`src/hw/corkscrew_defs.vh`:
```
`ifndef CORKSCREW_DEFS_VH
`define CORKSCREW_DEFS_VH

// Time base.
`define CLK_PERIOD_NS   5
`define NS_PER_US       1000
`define US_PER_MS       1000
`define US_PER_S        1000000

// Durations in their own units.
`define TICK_PERIOD_US  1000
`define RUN_TIMEOUT_S   30
`define DEBOUNCE_MS     10
`define BLANK_MS        5
`define PWM_PERIOD_NS   50000

// Reset and fixed levels.
`define DECAY_SLOW      1'b1
`define DUTY_STEP       14'h0001
`define DUTY_RESET      14'h1388

// Synchroniser slots for the asynchronous level inputs.
`define SY_FAULTA       0
`define SY_FAULTB       1
`define SY_OVERCUR      2
`define SY_BELOW        3
`define SY_ABOVE        4
`define SY_EQUAL        5
`define SY_BATTOK       6
`define SY_CHARGER      7
`define SY_COUNT        8

`endif

```
`src/hw/debounce_filter.v`:
```
`timescale 1ns/1ps
`include "corkscrew_defs.vh"

module debounce_filter
#(
    parameter CNT_W        = 8,
    parameter STABLE_TICKS = 10
)
(
    // Clock and reset.
    input  wire clock,
    input  wire rst,
    // Time base and raw contact.
    input  wire tick,
    input  wire rawIn,
    // Filtered level, resets to the released (high) level.
    output reg  level_q
);

    reg             meta_q;
    reg             sync_q;
    reg [CNT_W-1:0] cnt_q;

    // The output only follows after the input has held its new level for
    // STABLE_TICKS tick pulses, so bounce gives a single transition.
    always @(posedge clock or posedge rst)
    begin
        if (rst)
        begin
            meta_q  <= 1'b1;
            sync_q  <= 1'b1;
            cnt_q   <= {CNT_W{1'b0}};
            level_q <= 1'b1;
        end
        else
        begin
            meta_q <= rawIn;
            sync_q <= meta_q;
            if (sync_q == level_q)
                cnt_q <= {CNT_W{1'b0}};
            else if (tick)
            begin
                if (cnt_q == STABLE_TICKS[CNT_W-1:0] - 1'b1)
                begin
                    level_q <= sync_q;
                    cnt_q   <= {CNT_W{1'b0}};
                end
                else
                    cnt_q <= cnt_q + 1'b1;
            end
        end
    end

endmodule

```
`src/hw/pwm_chopper.v`:
```
`timescale 1ns/1ps
`include "corkscrew_defs.vh"

module pwm_chopper
#(
    parameter PWM_W         = 14,
    parameter PERIOD_CYCLES = 10000,
    parameter BLANK_W       = 8,
    parameter BLANK_TICKS   = 5
)
(
    // Clock and reset.
    input  wire clock,
    input  wire rst,
    // Control.
    input  wire tick,
    input  wire run,
    // Comparators, already synchronised.
    input  wire overcurrent,
    input  wire regBelow,
    input  wire regAbove,
    input  wire regEqual,
    // Drive.
    output reg  pwmOut_q
);

    reg [PWM_W-1:0]   periodCnt_q;
    reg [PWM_W-1:0]   duty_q;
    reg [BLANK_W-1:0] blankCnt_q;
    reg               blankDone_q;
    reg               chopped_q;
    wire              periodEnd;
    wire              cutNow;

    function [PWM_W-1:0] stepDuty;
        input [PWM_W-1:0] cur;
        input             up;
        input             down;
        begin
            if (up && cur <= PERIOD_CYCLES[PWM_W-1:0] - `DUTY_STEP)
                stepDuty = cur + `DUTY_STEP;
            else if (up)
                stepDuty = PERIOD_CYCLES[PWM_W-1:0];
            else if (down && cur >= `DUTY_STEP)
                stepDuty = cur - `DUTY_STEP;
            else if (down)
                stepDuty = {PWM_W{1'b0}};
            else
                stepDuty = cur;
        end
    endfunction

    assign periodEnd = (periodCnt_q == PERIOD_CYCLES[PWM_W-1:0] - 1'b1);
    assign cutNow    = overcurrent && blankDone_q;

    always @(posedge clock or posedge rst)
    begin
        if (rst)
        begin
            periodCnt_q <= {PWM_W{1'b0}};
            duty_q      <= `DUTY_RESET;
            blankCnt_q  <= {BLANK_W{1'b0}};
            blankDone_q <= 1'b0;
            chopped_q   <= 1'b0;
            pwmOut_q    <= 1'b0;
        end
        else
        begin
            periodCnt_q <= periodEnd ? {PWM_W{1'b0}} : periodCnt_q + 1'b1;
            // Equal holds the duty; below and above step it once a period.
            if (periodEnd && !regEqual)
                duty_q <= stepDuty(duty_q, regBelow, regAbove);
            // Blanking restarts on every motor start to ride out inrush.
            if (!run)
            begin
                blankCnt_q  <= {BLANK_W{1'b0}};
                blankDone_q <= 1'b0;
            end
            else if (tick && !blankDone_q)
            begin
                if (blankCnt_q == BLANK_TICKS[BLANK_W-1:0] - 1'b1)
                    blankDone_q <= 1'b1;
                blankCnt_q <= blankCnt_q + 1'b1;
            end
            if (periodEnd)
                chopped_q <= 1'b0;
            else if (cutNow)
                chopped_q <= 1'b1;
            pwmOut_q <= run && !chopped_q && !cutNow && !periodEnd
                        && (periodCnt_q < duty_q);
        end
    end

endmodule

```
`src/hw/corkscrew_motor_control.v`:
```
`timescale 1ns/1ps
`include "corkscrew_defs.vh"

module corkscrew_motor_control
#(
    parameter TICK_W         = 18,
    parameter TICK_CYCLES    = (`TICK_PERIOD_US * `NS_PER_US) / `CLK_PERIOD_NS,
    parameter RUN_W          = 15,
    parameter RUN_TICKS      = (`RUN_TIMEOUT_S * `US_PER_S) / `TICK_PERIOD_US,
    parameter DEB_W          = 8,
    parameter DEBOUNCE_TICKS = (`DEBOUNCE_MS * `US_PER_MS) / `TICK_PERIOD_US,
    parameter BLANK_W        = 8,
    parameter BLANK_TICKS    = (`BLANK_MS * `US_PER_MS) / `TICK_PERIOD_US,
    parameter PWM_W          = 14,
    parameter PWM_CYCLES     = `PWM_PERIOD_NS / `CLK_PERIOD_NS
)
(
    // Clock and reset.
    input  wire clock,
    input  wire rst,
    // User contacts, all active low.
    input  wire uncorkBtnN,
    input  wire removeBtnN,
    input  wire endSwitchN,
    // Bridge fault flags, high on fault.
    input  wire faultA,
    input  wire faultB,
    // Analog comparators.
    input  wire overcurrentCmp,
    input  wire regBelow,
    input  wire regAbove,
    input  wire regEqual,
    input  wire batteryOk,
    input  wire chargerPresent,
    // Bridge control.
    output reg  bridgeEnable_q,
    output reg  bridgePhase_q,
    output reg  decaySelect0_q,
    output reg  decaySelect1_q,
    output wire bridgePwm,
    // Power management and status.
    output reg  comparatorPower_q,
    output reg  powerDown_q,
    output reg  motorRun_q,
    output reg  redLed_q,
    output reg  blueLed_q
);

    localparam [2:0] ST_IDLE   = 3'h1;
    localparam [2:0] ST_UNCORK = 3'h2;
    localparam [2:0] ST_REMOVE = 3'h4;

    // Asynchronous level inputs pass two flops before any use.
    wire [`SY_COUNT-1:0] asyncIn;
    reg  [`SY_COUNT-1:0] syncMeta_q;
    reg  [`SY_COUNT-1:0] sync_q;

    reg [TICK_W-1:0] tickCnt_q;
    reg              tick_q;
    reg [RUN_W-1:0]  runCnt_q;

    wire uncorkLevel;
    wire removeLevel;
    wire switchLevel;
    reg  uncorkPrev_q;
    reg  removePrev_q;

    reg [2:0] state_q;
    reg [2:0] state_d;

    wire uncorkFall;
    wire removeFall;
    wire uncorkRise;
    wire removeRise;
    wire buttonChange;
    wire gateOk;
    wire timeout;
    wire endActive;
    wire uncorkTrigger;
    wire running;
    wire runningNext;

    assign asyncIn = {chargerPresent, batteryOk, regEqual, regAbove,
                      regBelow, overcurrentCmp, faultB, faultA};

    always @(posedge clock or posedge rst)
    begin
        if (rst)
        begin
            syncMeta_q <= {`SY_COUNT{1'b0}};
            sync_q     <= {`SY_COUNT{1'b0}};
        end
        else
        begin
            syncMeta_q <= asyncIn;
            sync_q     <= syncMeta_q;
        end
    end

    // One free-running tick paces every long duration in the block.
    always @(posedge clock or posedge rst)
    begin
        if (rst)
        begin
            tickCnt_q <= {TICK_W{1'b0}};
            tick_q    <= 1'b0;
        end
        else if (tickCnt_q == TICK_CYCLES[TICK_W-1:0] - 1'b1)
        begin
            tickCnt_q <= {TICK_W{1'b0}};
            tick_q    <= 1'b1;
        end
        else
        begin
            tickCnt_q <= tickCnt_q + 1'b1;
            tick_q    <= 1'b0;
        end
    end

    // Contact filters.
    debounce_filter #(
        .CNT_W        (DEB_W),
        .STABLE_TICKS (DEBOUNCE_TICKS)
    ) uncorkFilter (
        .clock   (clock),
        .rst     (rst),
        .tick    (tick_q),
        .rawIn   (uncorkBtnN),
        .level_q (uncorkLevel)
    );

    debounce_filter #(
        .CNT_W        (DEB_W),
        .STABLE_TICKS (DEBOUNCE_TICKS)
    ) removeFilter (
        .clock   (clock),
        .rst     (rst),
        .tick    (tick_q),
        .rawIn   (removeBtnN),
        .level_q (removeLevel)
    );

    debounce_filter #(
        .CNT_W        (DEB_W),
        .STABLE_TICKS (DEBOUNCE_TICKS)
    ) switchFilter (
        .clock   (clock),
        .rst     (rst),
        .tick    (tick_q),
        .rawIn   (endSwitchN),
        .level_q (switchLevel)
    );

    always @(posedge clock or posedge rst)
    begin
        if (rst)
        begin
            uncorkPrev_q <= 1'b1;
            removePrev_q <= 1'b1;
        end
        else
        begin
            uncorkPrev_q <= uncorkLevel;
            removePrev_q <= removeLevel;
        end
    end

    assign uncorkFall   = uncorkPrev_q && !uncorkLevel;
    assign removeFall   = removePrev_q && !removeLevel;
    assign uncorkRise   = !uncorkPrev_q && uncorkLevel;
    assign removeRise   = !removePrev_q && removeLevel;
    assign buttonChange = (uncorkPrev_q ^ uncorkLevel) | (removePrev_q ^ removeLevel);

    // Comparators are powered from the press edge, so their answer has the
    // whole press to settle before the release edge samples it.
    assign gateOk    = sync_q[`SY_BATTOK] && !sync_q[`SY_CHARGER];
    assign timeout   = tick_q && (runCnt_q == RUN_TICKS[RUN_W-1:0] - 1'b1);
    assign endActive = !switchLevel;
    assign running   = (state_q != ST_IDLE);

    assign uncorkTrigger = (uncorkRise && (running || gateOk))
                           || (state_q == ST_UNCORK && timeout);

    // Stopping never waits for the battery gate; only starting does.
    always @*
    begin
        state_d = state_q;
        case (state_q)
            ST_IDLE:
            begin
                if (uncorkTrigger)
                    state_d = ST_UNCORK;
                else if (removeRise && gateOk)
                    state_d = ST_REMOVE;
            end
            ST_UNCORK:
            begin
                if (uncorkTrigger || endActive)
                    state_d = ST_IDLE;
            end
            ST_REMOVE:
            begin
                if (removeRise || timeout)
                    state_d = ST_IDLE;
            end
            default:
                state_d = ST_IDLE;
        endcase
    end

    assign runningNext = (state_d != ST_IDLE);

    always @(posedge clock or posedge rst)
    begin
        if (rst)
        begin
            state_q  <= ST_IDLE;
            runCnt_q <= {RUN_W{1'b0}};
        end
        else
        begin
            state_q <= state_d;
            if (!running)
                runCnt_q <= {RUN_W{1'b0}};
            else if (tick_q)
                runCnt_q <= runCnt_q + 1'b1;
        end
    end

    // Power for the comparators: a press edge sets it and wins over any clear.
    always @(posedge clock or posedge rst)
    begin
        if (rst)
            comparatorPower_q <= 1'b0;
        else if (buttonChange && (uncorkFall || removeFall))
            comparatorPower_q <= 1'b1;
        else if (!runningNext && (running || buttonChange))
            comparatorPower_q <= 1'b0;
    end

    // Bridge and status outputs, all registered.
    always @(posedge clock or posedge rst)
    begin
        if (rst)
        begin
            bridgeEnable_q <= 1'b0;
            bridgePhase_q  <= 1'b0;
            decaySelect0_q <= `DECAY_SLOW;
            decaySelect1_q <= `DECAY_SLOW;
            powerDown_q    <= 1'b1;
            motorRun_q     <= 1'b0;
            redLed_q       <= 1'b0;
            blueLed_q      <= 1'b0;
        end
        else
        begin
            bridgeEnable_q <= runningNext && !sync_q[`SY_FAULTA]
                              && !sync_q[`SY_FAULTB];
            bridgePhase_q  <= (state_d == ST_REMOVE);
            decaySelect0_q <= `DECAY_SLOW;
            decaySelect1_q <= `DECAY_SLOW;
            powerDown_q    <= !runningNext;
            motorRun_q     <= runningNext;
            redLed_q       <= (state_d == ST_UNCORK);
            blueLed_q      <= (state_d == ST_REMOVE);
        end
    end

    pwm_chopper #(
        .PWM_W         (PWM_W),
        .PERIOD_CYCLES (PWM_CYCLES),
        .BLANK_W       (BLANK_W),
        .BLANK_TICKS   (BLANK_TICKS)
    ) chopper (
        .clock       (clock),
        .rst         (rst),
        .tick        (tick_q),
        .run         (motorRun_q),
        .overcurrent (sync_q[`SY_OVERCUR]),
        .regBelow    (sync_q[`SY_BELOW]),
        .regAbove    (sync_q[`SY_ABOVE]),
        .regEqual    (sync_q[`SY_EQUAL]),
        .pwmOut_q    (bridgePwm)
    );

endmodule

```
`config.mk`:
```
export PLATFORM = sky130hd
export DESIGN_NAME = corkscrew_motor_control
export DESIGN_NICKNAME = d
export VERILOG_FILES = /design/src/hw/debounce_filter.v /design/src/hw/pwm_chopper.v /design/src/hw/corkscrew_motor_control.v
export VERILOG_INCLUDE_DIRS = /design/src /design/src/hw
export SDC_FILE = /design/constraint.sdc
export NUM_CORES = 1
export LEC_CHECK = 0
export BUFFER_PORTS_ARGS = -buffer_cell sky130_fd_sc_hd__buf_2
export CAP_MARGIN = 20
export CORE_UTILIZATION = 35
export CTS_CLUSTER_SIZE = 30
export DETAILED_ROUTE_END_ITERATION = 16
export PLACE_DENSITY_LB_ADDON = 0.15
export SYNTH_ARGS = -nofsm -noshare
export SYNTH_HDL_FRONTEND = slang
export SYNTH_HIERARCHICAL = 1
export SYNTH_SLANG_ARGS = --single-unit
```
`constraint.sdc`:
```
create_clock -name clock -period 2.2 [get_ports clock]
set_input_delay 0.44 -clock clock [delete_from_list [all_inputs] [get_ports clock]]
set_output_delay 0.44 -clock clock [all_outputs]
set_load 0.005 [all_outputs]
```
==> key figures, run 1 <==
Outcome
  • Status: finished, final reports clean

Power
  • LEAKAGE: about 3.5 nW
  • PwrDens: 673 mW/mm²
  • Peak VDD IR: 0.452 mV

Worst hold path
  • Hold Path Sink: uncorkFilter/meta_q$_DFF_PP1_
  • HP Start: uncorkBtnN
  • Hold path depth: 1
  • Tightest Hold Check Type: input port to register

Worst setup path
  • R2R depth: 7
  • Worst R2R Start: chopper/duty_q[0]$_DFFE_PP0P_
  • CP max stage delay: approximately 0.43 ns
  • FF-to-FF setup slack: about 0.11 ns
  • Highest net fanout along the worst path: 14
  • Signal arrival time at the worst endpoint: 2.42 ns
  • Critical-path cell list: buf_4 -> ha_1 -> or4_4 -> nor4_4 -> nor2_2 -> a221oi_1 -> o22ai_1
  • RR Endpoint: chopper/duty_q[9]$_DFFE_PP1P_
  • CP Buf/Inv Count: 1
  • Critical Path RT: about 2.5 ns
  • Setup Crit Path Kind: register to register
  • Slowest CP cell: or4_4
  • Critical path endpoint category: register
  • CP top delay family: simple AND/OR/NAND/NOR gates
  • Startpoint Class: register

Die
  • Site Rows: 51
  • Core footprint: between 0.015 and 0.02 mm²
  • I/O pins: 23
  • Die height: 143 µm
  • Die area: between 0.02 and 0.025 mm²
  • Initial core utilization: 0.358
  • Die Width: 143 µm

Logic synthesis
  • #FFs+latches synth: 133
  • Synth top area cells: dfrtp_1, dfstp_2, ha_1
  • Post-synth EDFFs: 0
  • Top cell type's share of synthesized area: 0.413
  • Ys flop type: dfrtp_1
  • Synth cell count leaders: dfrtp_1, nor2_1, nand3_1
  • Mapped cell area: 0.00697 mm²
  • Cell taking the most area after synthesis: dfrtp_1
  • Async SR Flop Fraction: 1.00
  • Yosys warning total: 6
  • Register area share after synthesis: 0.481
  • Most common cell in the netlist: dfrtp_1
  • Synth Instances: around 680
  • Syn Area/Cell: 10.2 µm²
  • Post-synthesis cell type count: 69

STA
  • Worst slew pin tran: 0.637 ns
  • Fmax: 478 MHz
  • Minimum clock period: 2.09 ns
  • RSZ-0062 raised after global routing: yes
  • Slew HR: 0.575
  • Max Slew Vio Count: 0
  • Final hold viol count: 0
  • Final Setup Violations: 0
  • Clock Skew: 0.00721 ns
  • Period Utilization, post-route: 0.950

Clock tree
  • CTS Sinks: ~130
  • CTS buffer count: 17
  • Worst-path clk slew: ~0.060 ns
  • Clock root cell: clkbuf_16
  • Later-pin clock latency in the skew report: 0.42 ns
  • Longest Clk Path Bufs: 2
  • Post-CTS Setup Inserts: 0
  • CTS tree: done
  • H-tree levels: 4

Routing
  • Post-DR wirelength/cell: 14.7 µm
  • Initial DRC count: between 200 and 250
  • DR vias: around 5200
  • WL final: 14900 µm
  • DR vias/cell: 5.17
  • DRC: 0
  • Pre-antenna DRT Iters: 5
  • Final ANT Viol Nets: 0

Global routing
  • Total gr overflow: 0
  • Vias in the first global route: roughly 5300
  • All-Layer GR Usage: 0.160
  • Global-route wire length before repair: 25500 µm
  • Pin count of the biggest net entering global routing: 56
  • Initial antenna violation count: 0

Placement
  • Detailed placement HPWL: about 11000 µm
  • GPL Wtd Cong: 0.902
  • Placed cell count: 982
  • IO buf count: 20

Final layout
  • Fillcell total: 1868
  • Post-layout util: 0.421
  • Final nets: 781
  • Layout cells sized above 1: 0.171
  • # diodes: 0
  • Synth-to-layout area growth: 17.6%
  • Non-Filler Instances: 1015

Run
  • Max-cap viol count: 0
==> metal layers <==
| layer | track usage | routed length, µm | vias up |
|---|---|---|---|
| met5 | 0 | 0 | - |
| met4 | 0.0560 | 189 | 0 |
| met3 | 0.0453 | 600 | 15 |
| met2 | 0.252 | 6960 | 95 |
| met1 | 0.209 | 7170 | 2538 |
| li1 | - | - | 2595 |
==> kinds of logic after synthesis <==
| logic type | Yosys count | share of synthesized area |
|---|---|---|
| other | 1 | 0.000538 |
| buffers and inverters | 53 | 0.0311 |
| multiplexers | 5 | 0.00772 |
| flip-flops | 133 | 0.481 |
| XOR/XNOR | 49 | 0.0616 |
| adder cells (fa/ha/maj) | 31 | 0.0557 |
| AO/OA/AOI/OAI | 137 | 0.131 |
| AND/OR/NAND/NOR | 274 | 0.231 |
==> layout by cell type, fill, tap and decap left out, types with 9 or more instances in the layout <==
cell type and n:
o21ai_0 31, or3_1 11, xnor2_1 28, dfrtp_1 115, inv_1 34, buf_2 20, buf_4 30, nand3_1 37
nand2_1 27, nor2_1 59, a31oi_1 9, nor2b_1 15, a21oi_1 23, dfstp_2 18, ha_1 31, clkbuf_16 17
xor2_1 21, a22o_1 9, nor3_1 20, nand4_1 26, and2_1 10, and3_1 17, o31ai_1 9
==> power by group <==
group	switching [mW]	internal (mW)
sequential	0.00775	2.47
clock	1.12	1.80
combinational	0.0848	0.0326
==> stage by stage <==
step / setup slack (ns) / hold slack [ns] / power, mW / TNS, ns / cell area [µm²]
after floorplan: 0.000905 / 0.290 / 2.59 / 0 / 6970
after global placement: 0.118 / 0.333 / 2.64 / 0 / 7560
after detailed placement: 0.0297 / 0.339 / 2.64 / 0 / 7560
after CTS: 0.00950 / 0.0914 / 5.60 / 0 / 8180
after global routing: -0.00507 / 0.0896 / 5.72 / -0.00507 / 8200
final: 0.110 / 0.115 / 5.52 / 0 / 8200
==> repair_timing <==
action | in CTS | in global routing
gates resized for setup | 0 | 4
hold buffers | 1 | 0
endpoints found under the setup margin | 0 | 11
hold endpoints to repair | 6 | 0
==> flip-flops by register name, summed over array words and instances (netlist names), 8 cells and up <==
register and count:
chopper/blankCnt_q 8, syncMeta_q 8, tickCnt_q 18, uncorkFilter/cnt_q 8, removeFilter/cnt_q 8, chopper/periodCnt_q 14
runCnt_q 15, chopper/duty_q 14, switchFilter/cnt_q 8, sync_q 8
==> cell type report <==
class	count	area (µm²)	share of cell area
tap	265	332	0.0404
inverter	35	131	0.0160
sequential	133	3350	0.409
clock buffer	19	433	0.0528
multi-input combinational	498	3420	0.418
clock inverter	13	174	0.0212
timing repair buffer	52	355	0.0433
==> how the worst max path moves through the flow <==
stage	cells after the start	endpoint	from	slack, ns
after floorplan	8	chopper/duty_q[8]$_DFFE_PP1P_	chopper/duty_q[1]$_DFFE_PP0P_	0.0009
after global placement	7	chopper/duty_q[9]$_DFFE_PP1P_	chopper/duty_q[0]$_DFFE_PP0P_	0.12
after detailed placement	8	chopper/duty_q[7]$_DFFE_PP1P_	chopper/duty_q[0]$_DFFE_PP0P_	0.03
after CTS	8	chopper/duty_q[7]$_DFFE_PP1P_	chopper/duty_q[0]$_DFFE_PP0P_	0.01
after global routing	5	chopper/duty_q[13]$_DFFE_PP0P_	chopper/periodCnt_q[6]$_DFF_PP0_	-0.005
final	7	chopper/duty_q[9]$_DFFE_PP1P_	chopper/duty_q[0]$_DFFE_PP0P_	0.11
Note: power is estimated with default switching activity, not from simulation.
==> run 2, diff against run 1 <==
Settings changed: ABC_AREA set to 1.
==> run 2 against run 1 <==
Against the previous run:
- critical path depth is 4 higher
- register-to-register slack better by 0.32 ns
- design area up 6.2%
- fmax grew 18%
- core utilization is 1.2 points lower
- combinational power down 14%
- sequential power is essentially flat
- clock power about the same
- critical path type unchanged
- critical endpoint is now chopper/duty_q[13]$_DFFE_PP0P_
==> key figures, run 2 <==
Logic synthesis
  • Mapped cell area: 0.00769 mm² (+10%)
  • Post-synthesis compound-gate area fraction: 0.0796 (-0.0518)
  • Largest family of logic cells by synthesized area: simple AND/OR/NAND/NOR gates
  • Post-synthesis simple-gate area fraction: 0.314 (+0.0827)
  • Register area share after synthesis: 0.436 (-0.0450)
  • Synth Area in Adders: 0.0504 (-0.00521)
  • Synth Instances: 965 (+41%)
  • Cell taking the most area after synthesis: dfrtp_1
  • Post-synthesis cell type count: 44 (-36%)
  • Ys flop type: dfrtp_1
  • Most common cell in the netlist: nand2_1
  • Yosys warning total: 6 (unchanged)
  • Synth top area cells: dfrtp_1, nand2_1, inv_1
  • Top cell type's share of synthesized area: 0.374 (-0.0386)
  • Synth cell count leaders: nand2_1, inv_1, dfrtp_1
  • Multiplexer area fraction after synthesis: 0 (-0.00772)
  • Post-synth EDFFs: 0 (unchanged)
  • Async SR Flop Fraction: 1.00 (unchanged)
  • Syn Area/Cell: 7.97 µm² (-22%)
  • #FFs+latches synth: 133 (unchanged)
  • Synth Area in XOR/XNOR: 0.0433 (-0.0183)

Final layout
  • Most frequent cells in the layout: nand2_1, inv_1, dfrtp_1
  • Largest Register: tickCnt_q
  • Max reg flops: 18 (unchanged)
  • Layout cells sized above 1: 0.170 (-0.000874)
  • # diodes: 0 (unchanged)
  • Final nets: 1044 (+34%)
  • Commonest non-fill, non-tap cell in the layout: nand2_1
  • Post-layout util: 0.409 (-0.0121)
  • Synth-to-layout area growth: 13.3%
  • Largest regs: tickCnt_q x18, runCnt_q x15
  • Non-Filler Instances: 1288 (+27%)

STA
  • Max Slew Vio Count: 0 (unchanged)
  • Worst slew pin tran: 0.539 ns (-0.0977 ns)
  • Period Utilization, post-route: 0.802 (-0.148)
  • Clock Skew: 0.0135 ns (+0.00634 ns)
  • Minimum clock period: 1.77 ns (-0.325 ns)
  • WHS: 0.0842 ns (-0.0308 ns)
  • Slew HR: 0.641 (+0.0656)
  • Final Setup Violations: 0 (unchanged)
  • RSZ-0062 raised after global routing: no
  • Final hold viol count: 0 (unchanged)
  • Setup TNS: 0 ns (unchanged)
  • Fmax: 566 MHz (+18%)
  • Setup WS post-layout: 0.435 ns (+0.325 ns)

Clock tree
  • Clock root cell: clkbuf_16
  • CTS buffer count: 17 (unchanged)
  • Later-pin clock latency in the skew report: 0.42 ns (about the same)
  • CTS resizes: 0 (unchanged)
  • Post-CTS Setup Inserts: 0 (unchanged)
  • Longest Clk Path Bufs: 2 (unchanged)
  • Hold buffer count at cts: 0 (-1)
  • H-tree levels: 4 (unchanged)
  • Worst-path clk slew: 0.07 ns (about the same)
  • CTS tree: done
  • CTS Sinks: 133 (unchanged)

Worst setup path
  • CP Buf/Inv Count: 2 (+1)
  • CP top delay family: simple AND/OR/NAND/NOR gates
  • Critical-path cell list: inv_1 -> ha_1 -> nand2_2 -> nor2_2 -> nand2_1 -> nor2_1 -> nand2_2 -> nand3_1 -> nand3_1 -> nand2_1 -> inv_1
  • Critical Path RT: 2.52 ns (about the same)
  • Startpoint Class: register
  • Highest net fanout along the worst path: 7 (-7)
  • Critical path endpoint category: register
  • Setup Crit Path Kind: register to register
  • CP max stage delay: 0.43 ns (about the same)
  • Signal arrival time at the worst endpoint: 2.08 ns (-0.34 ns)
  • Slowest CP cell: dfrtp_1

Power
  • PwrDens: 630 mW/mm² (-6.4%)
  • Combinational power share: 0.018 (-0.003)
  • Flop pwr share: 0.453 (+0.004)
  • Clock power frac: 0.529 (about the same)
  • LEAKAGE: 4.15 nW (+18%)
  • Switching pwr: 1.21 mW (about the same)
  • Peak VDD IR: 0.412 mV (-8.8%)
  • Switch share: 0.221 (+0.00113)
  • Cell-internal power: 4.28 mW (-0.71%)

Placement
  • GPL Wtd Cong: 0.892 (-1.1%)
  • Dpl ws: 0.425 ns (+0.395 ns)
  • IO buf count: 20 (unchanged)
  • Placed cell count: 1256 (+28%)
  • Detailed placement HPWL: 12000 µm (+12%)

Routing
  • DR vias: 5976 (+14%)
  • Final ANT Viol Nets: 0 (unchanged)
  • Post-DR wirelength/cell: 12.6 µm (-15%)
  • Met2 wire length: 7310 µm (+5.0%)
  • Met3 WL: 468 µm (-22%)
  • Pre-antenna DRT Iters: 5 (unchanged)
  • DRC: 0 (unchanged)
  • WL final: 16200 µm (+8.5%)
  • M1 WL: 8160 µm (+14%)
  • Initial DRC count: 330 (+48%)
  • DR vias/cell: 4.64 (-10%)
  • Top Layer Used: met4

Run
  • Max-cap viol count: 0 (unchanged)

Die
  • Die height: 150 µm (+5.0%)
  • Die Width: 150 µm (+5.0%)
  • Initial core utilization: 0.361 (+0.00311)
  • I/O pins: 23 (unchanged)
  • Die area: 0.0226 mm² (+10%)
  • Core footprint: 0.0213 mm² (+9.4%)
  • Site Rows: 53 (+3.9%)

Global routing
  • Total gr overflow: 0 (unchanged)
  • All-Layer GR Usage: 0.160 (-0.000429)
  • Initial antenna violation count: 0 (unchanged)
  • Global-route wire length before repair: 28300 µm (+11%)
  • Vias in the first global route: 5762 (+9.5%)
  • Pin count of the biggest net entering global routing: 40 (-29%)

Worst hold path
  • Tightest Hold Check Type: input port to async pin

Outcome
  • Status: finished, final reports clean
run 2: cell type report:
class	count	area, µm²
multi-input cells	684	3750
clock buffers	19	433
repair buffers	27	153
fillers	2165	12600
clock inverters	13	160
inverters	137	517
flip-flops and latches	133	3350
well taps	275	344
run 2: worst paths after layout:
path / from / to / slack, ns / depth (start not counted)
max in group asynchronous: rst / chopper/duty_q[3]$_DFFE_PP1P_ / 1.60 / 3
max: chopper/duty_q[0]$_DFFE_PP0P_ / chopper/duty_q[13]$_DFFE_PP0P_ / 0.43 / 11
min in group clock: removeBtnN / removeFilter/meta_q$_DFF_PP1_ / 0.12 / 1
max reg2reg: chopper/duty_q[0]$_DFFE_PP0P_ / chopper/duty_q[13]$_DFFE_PP0P_ / 0.43 / 11
min reg2reg: syncMeta_q[0]$_DFF_PP0_ / sync_q[0]$_DFF_PP0_ / 0.35 / 0
min: rst / switchFilter/cnt_q[0]$_DFFE_PP0P_ / 0.08 / 2
run 2: power groups by stage:
stage / sequential (mW) / clock (mW) / combinational (mW)
6_report: 2.48 / 2.90 / 0.101
5_1_grt: 2.49 / 3.10 / 0.120
4_1_cts: 2.48 / 2.99 / 0.108
3_5_place_dp: 2.53 / 0 / 0.108
3_3_place_gp: 2.53 / 0 / 0.108
2_1_floorplan: 2.52 / 0 / 0.0666
run 2: per-stage QoR:
step                      power (mW)  instance area, µm²
after global placement          2.64                8120
final                           5.49                8710
after CTS                       5.59                8710
after global routing            5.71                8710
after floorplan                 2.59                7690
after detailed placement        2.64                8120
run 2: cells by family (layout without fill, tap and decap cells):
kind of cell / Yosys count / after routing
simple gates: 516 / 516
buf+inv: 149 / 196
flops: 133 / 133
compound gates: 97 / 97
xor+xnor: 38 / 38
fa+ha+maj: 31 / 31
other cells: 1 / 2
run 2: worst reg2reg max path: stages, from the launching register on:
cell	delay, ns
dfrtp_1	0.43
inv_1	0.16
ha_1	0.22
nand2_2	0.13
nor2_2	0.14
nand2_1	0.07
nor2_1	0.11
nand2_2	0.13
nand3_1	0.11
nand3_1	0.07
nand2_1	0.06
inv_1	0.03
run 2: metal layers:
layer,global-route usage,up-vias
met3,0.0324,14
met2,0.248,64
met4,0.0520,0
met1,0.221,2748
li1,-,3150
met5,0,-
==> run 3, diff against run 2 <==
Clock period 2.2 ns to 1.8 ns, I/O delays scaled along.
==> run 3 against run 2 <==
Against the previous run:
- clock power increased by 20%
- fmax increased by 3.8%
- sequential power increased by 22%
- count of clock-buffer cells in the layout decreased by 2
- register-to-register slack got worse by 0.34 ns
- final cell count increased by 1.6%
- hold slack got worse by 0.057 ns
==> key figures, run 3 (synthesis gave the netlist of run 2 again) <==
Clock tree
  • Worst-path clk slew: 0.06 ns (about the same)
  • CTS tree: done
  • CTS buffer count: 17 (unchanged)
  • Longest Clk Path Bufs: 2 (unchanged)
  • CTS Sinks: 133 (unchanged)
  • Clock root cell: clkbuf_16
  • H-tree levels: 4 (unchanged)
  • Later-pin clock latency in the skew report: 0.42 ns (about the same)

Final layout
  • Largest regs: tickCnt_q x18, runCnt_q x15
  • # diodes: 0 (unchanged)
  • Layout cells sized above 1: 0.202 (+0.0325)
  • Most frequent cells in the layout: nand2_1, inv_1, dfrtp_1
  • Final nets: 1064 (+1.9%)
  • Reg area: 0.00335 mm² (about the same)
  • Cell area after layout: 0.00895 mm² (+2.8%)
  • Commonest non-fill, non-tap cell in the layout: nand2_1
  • Largest Register: tickCnt_q
  • Synth-to-layout area growth: 16.4%
  • Fillcell total: 2135 (-1.4%)
  • Max reg flops: 18 (unchanged)
  • Non-Filler Instances: 1308 (+1.6%)
  • Area of the multi-input gates: 0.00382 mm² (+1.8%)

STA
  • Final hold viol count: 0 (unchanged)
  • Final Setup Violations: 0 (unchanged)
  • Slew HR: 0.628 (-0.0124)
  • Clock Skew: 0.00996 ns (-0.00358 ns)
  • Max Slew Vio Count: 0 (unchanged)
  • RSZ-0062 raised after global routing: yes
  • Fmax: 588 MHz (+3.8%)
  • Worst slew pin tran: 0.552 ns (+0.0134 ns)
  • Minimum clock period: 1.70 ns (-0.0650 ns)
  • Period Utilization, post-route: 0.945 (+0.142)

Global routing
  • Global-route wire length before repair: 28700 µm (+1.5%)
  • Pin count of the biggest net entering global routing: 40 (unchanged)
  • All-Layer GR Usage: 0.163 (+0.00311)
  • Initial antenna violation count: 0 (unchanged)
  • Vias in the first global route: 5965 (+3.5%)
  • Total gr overflow: 0 (unchanged)

Worst setup path
  • Signal arrival time at the worst endpoint: 2.02 ns (-0.06 ns)
  • Critical Path End: chopper/duty_q[13]$_DFFE_PP0P_
  • Critical Path RT: 2.12 ns (-0.40 ns)
  • Highest net fanout along the worst path: 5 (-2)
  • CP Launch Point: chopper/periodCnt_q[0]$_DFF_PP0_
  • Critical path endpoint category: register
  • R2R depth: 10 (-1)
  • Worst R2R Start: chopper/periodCnt_q[0]$_DFF_PP0_
  • RR Endpoint: chopper/duty_q[13]$_DFFE_PP0P_
  • FF-to-FF setup slack: 0.1 ns (-0.34 ns)
  • Setup Crit Path Kind: register to register
  • Startpoint Class: register

Die
  • Die height: 150 µm (unchanged)
  • Die Width: 150 µm (unchanged)
  • Initial core utilization: 0.361 (unchanged)
  • Site Rows: 53 (unchanged)
  • I/O pins: 23 (unchanged)
  • Die area: 0.0226 mm² (unchanged)
  • Core footprint: 0.0213 mm² (unchanged)

Placement
  • GPL Wtd Cong: 0.846 (-5.2%)
  • Detailed placement HPWL: 12300 µm (+2.6%)
  • IO buf count: 20 (unchanged)
  • DP Area: 0.00824 mm² (+1.5%)
  • Placed cell count: 1270 (+1.1%)

Routing
  • DR vias: 6078 (+1.7%)
  • Initial DRC count: 304 (-7.9%)
  • DRC: 0 (unchanged)
  • DR vias/cell: 4.65 (+0.15%)
  • Pre-antenna DRT Iters: 5 (unchanged)
  • WL final: 16500 µm (+2.2%)
  • Post-DR wirelength/cell: 12.6 µm (+0.64%)
  • Final ANT Viol Nets: 0 (unchanged)

Power
  • PwrDens: 741 mW/mm² (+18%)
  • Peak VDD IR: 0.496 mV (+20%)
  • LEAKAGE: 4.27 nW (+3.0%)

Worst hold path
  • Tightest Hold Check Type: input port to register

Run
  • Max-cap viol count: 0 (unchanged)

Outcome
  • Status: finished, final reports clean
## run 3: worst min-delay path by stage
stage / slack, ns / endpoint / depth (start not counted) / start
4_1_cts: 0.002 / uncorkFilter/meta_q$_DFF_PP1_ / 1 / uncorkBtnN
3_3_place_gp: 0.33 / sync_q[4]$_DFF_PP0_ / 0 / syncMeta_q[4]$_DFF_PP0_
6_report: 0.03 / uncorkFilter/meta_q$_DFF_PP1_ / 1 / uncorkBtnN
2_1_floorplan: 0.21 / removeFilter/cnt_q[0]$_DFFE_PP0P_ / 1 / rst
3_5_place_dp: 0.33 / sync_q[6]$_DFF_PP0_ / 0 / syncMeta_q[6]$_DFF_PP0_
5_1_grt: 0.0006 / uncorkFilter/meta_q$_DFF_PP1_ / 1 / uncorkBtnN
## run 3: metal layers
metal	up-vias	part of all wire	wire, µm	GRT usage
li1	3196	-	-	-
met3	20	0.030	488	0.0309
met1	2787	0.49	8170	0.215
met5	-	0	0	0
met4	0	0.014	229	0.0616
met2	75	0.46	7650	0.264
## run 3: cell type report
cell class / count / area share
flip-flops and latches: 133 / 0.375
clock buffers: 17 / 0.0475
well taps: 275 / 0.0384
clock inverters: 15 / 0.0185
inverters: 137 / 0.0587
repair buffers: 47 / 0.0355
multi-input cells: 684 / 0.427
## run 3: critical path: stages (launching register included)
cell	delay, ns
dfrtp_1	0.39
ha_2	0.22
nand3_2	0.13
nor2_2	0.15
nand2_2	0.11
nor2_4	0.25
nand2_4	0.11
inv_1	0.07
nand3_1	0.07
nand2_1	0.06
inv_1	0.04
## run 3: report_power, final
| part | leakage, nW | total, mW | switching [mW] | internal (mW) |
|---|---|---|---|---|
| Sequential | 1.73 | 3.03 | 0.0111 | 3.02 |
| Combinational | 2.26 | 0.138 | 0.103 | 0.0343 |
| Clock | 0.289 | 3.47 | 1.50 | 1.97 |
## run 3: through the flow
stage / hold slack, ns / TNS [ns] / util / setup slack, ns / total power, mW
after floorplan: 0.210 / 0 / - / 0.158 / 3.17
after global placement: 0.332 / 0 / 0.387 / 0.0291 / 3.23
after detailed placement: 0.335 / 0 / 0.387 / 0.0407 / 3.23
after CTS: 0.00216 / 0 / 0.415 / 0.0203 / 6.79
after global routing: 0.000600 / -0.0432 / 0.421 / -0.0432 / 6.92
final: 0.0275 / 0 / 0.421 / 0.0997 / 6.64
## run 3: timing repair
item / in CTS / in global routing
gates resized for setup: 0 / 22
setup endpoints to repair: 0 / 30
hold buffers: 1 / 0
setup buffers: 0 / 5
hold endpoints to repair: 12 / 0
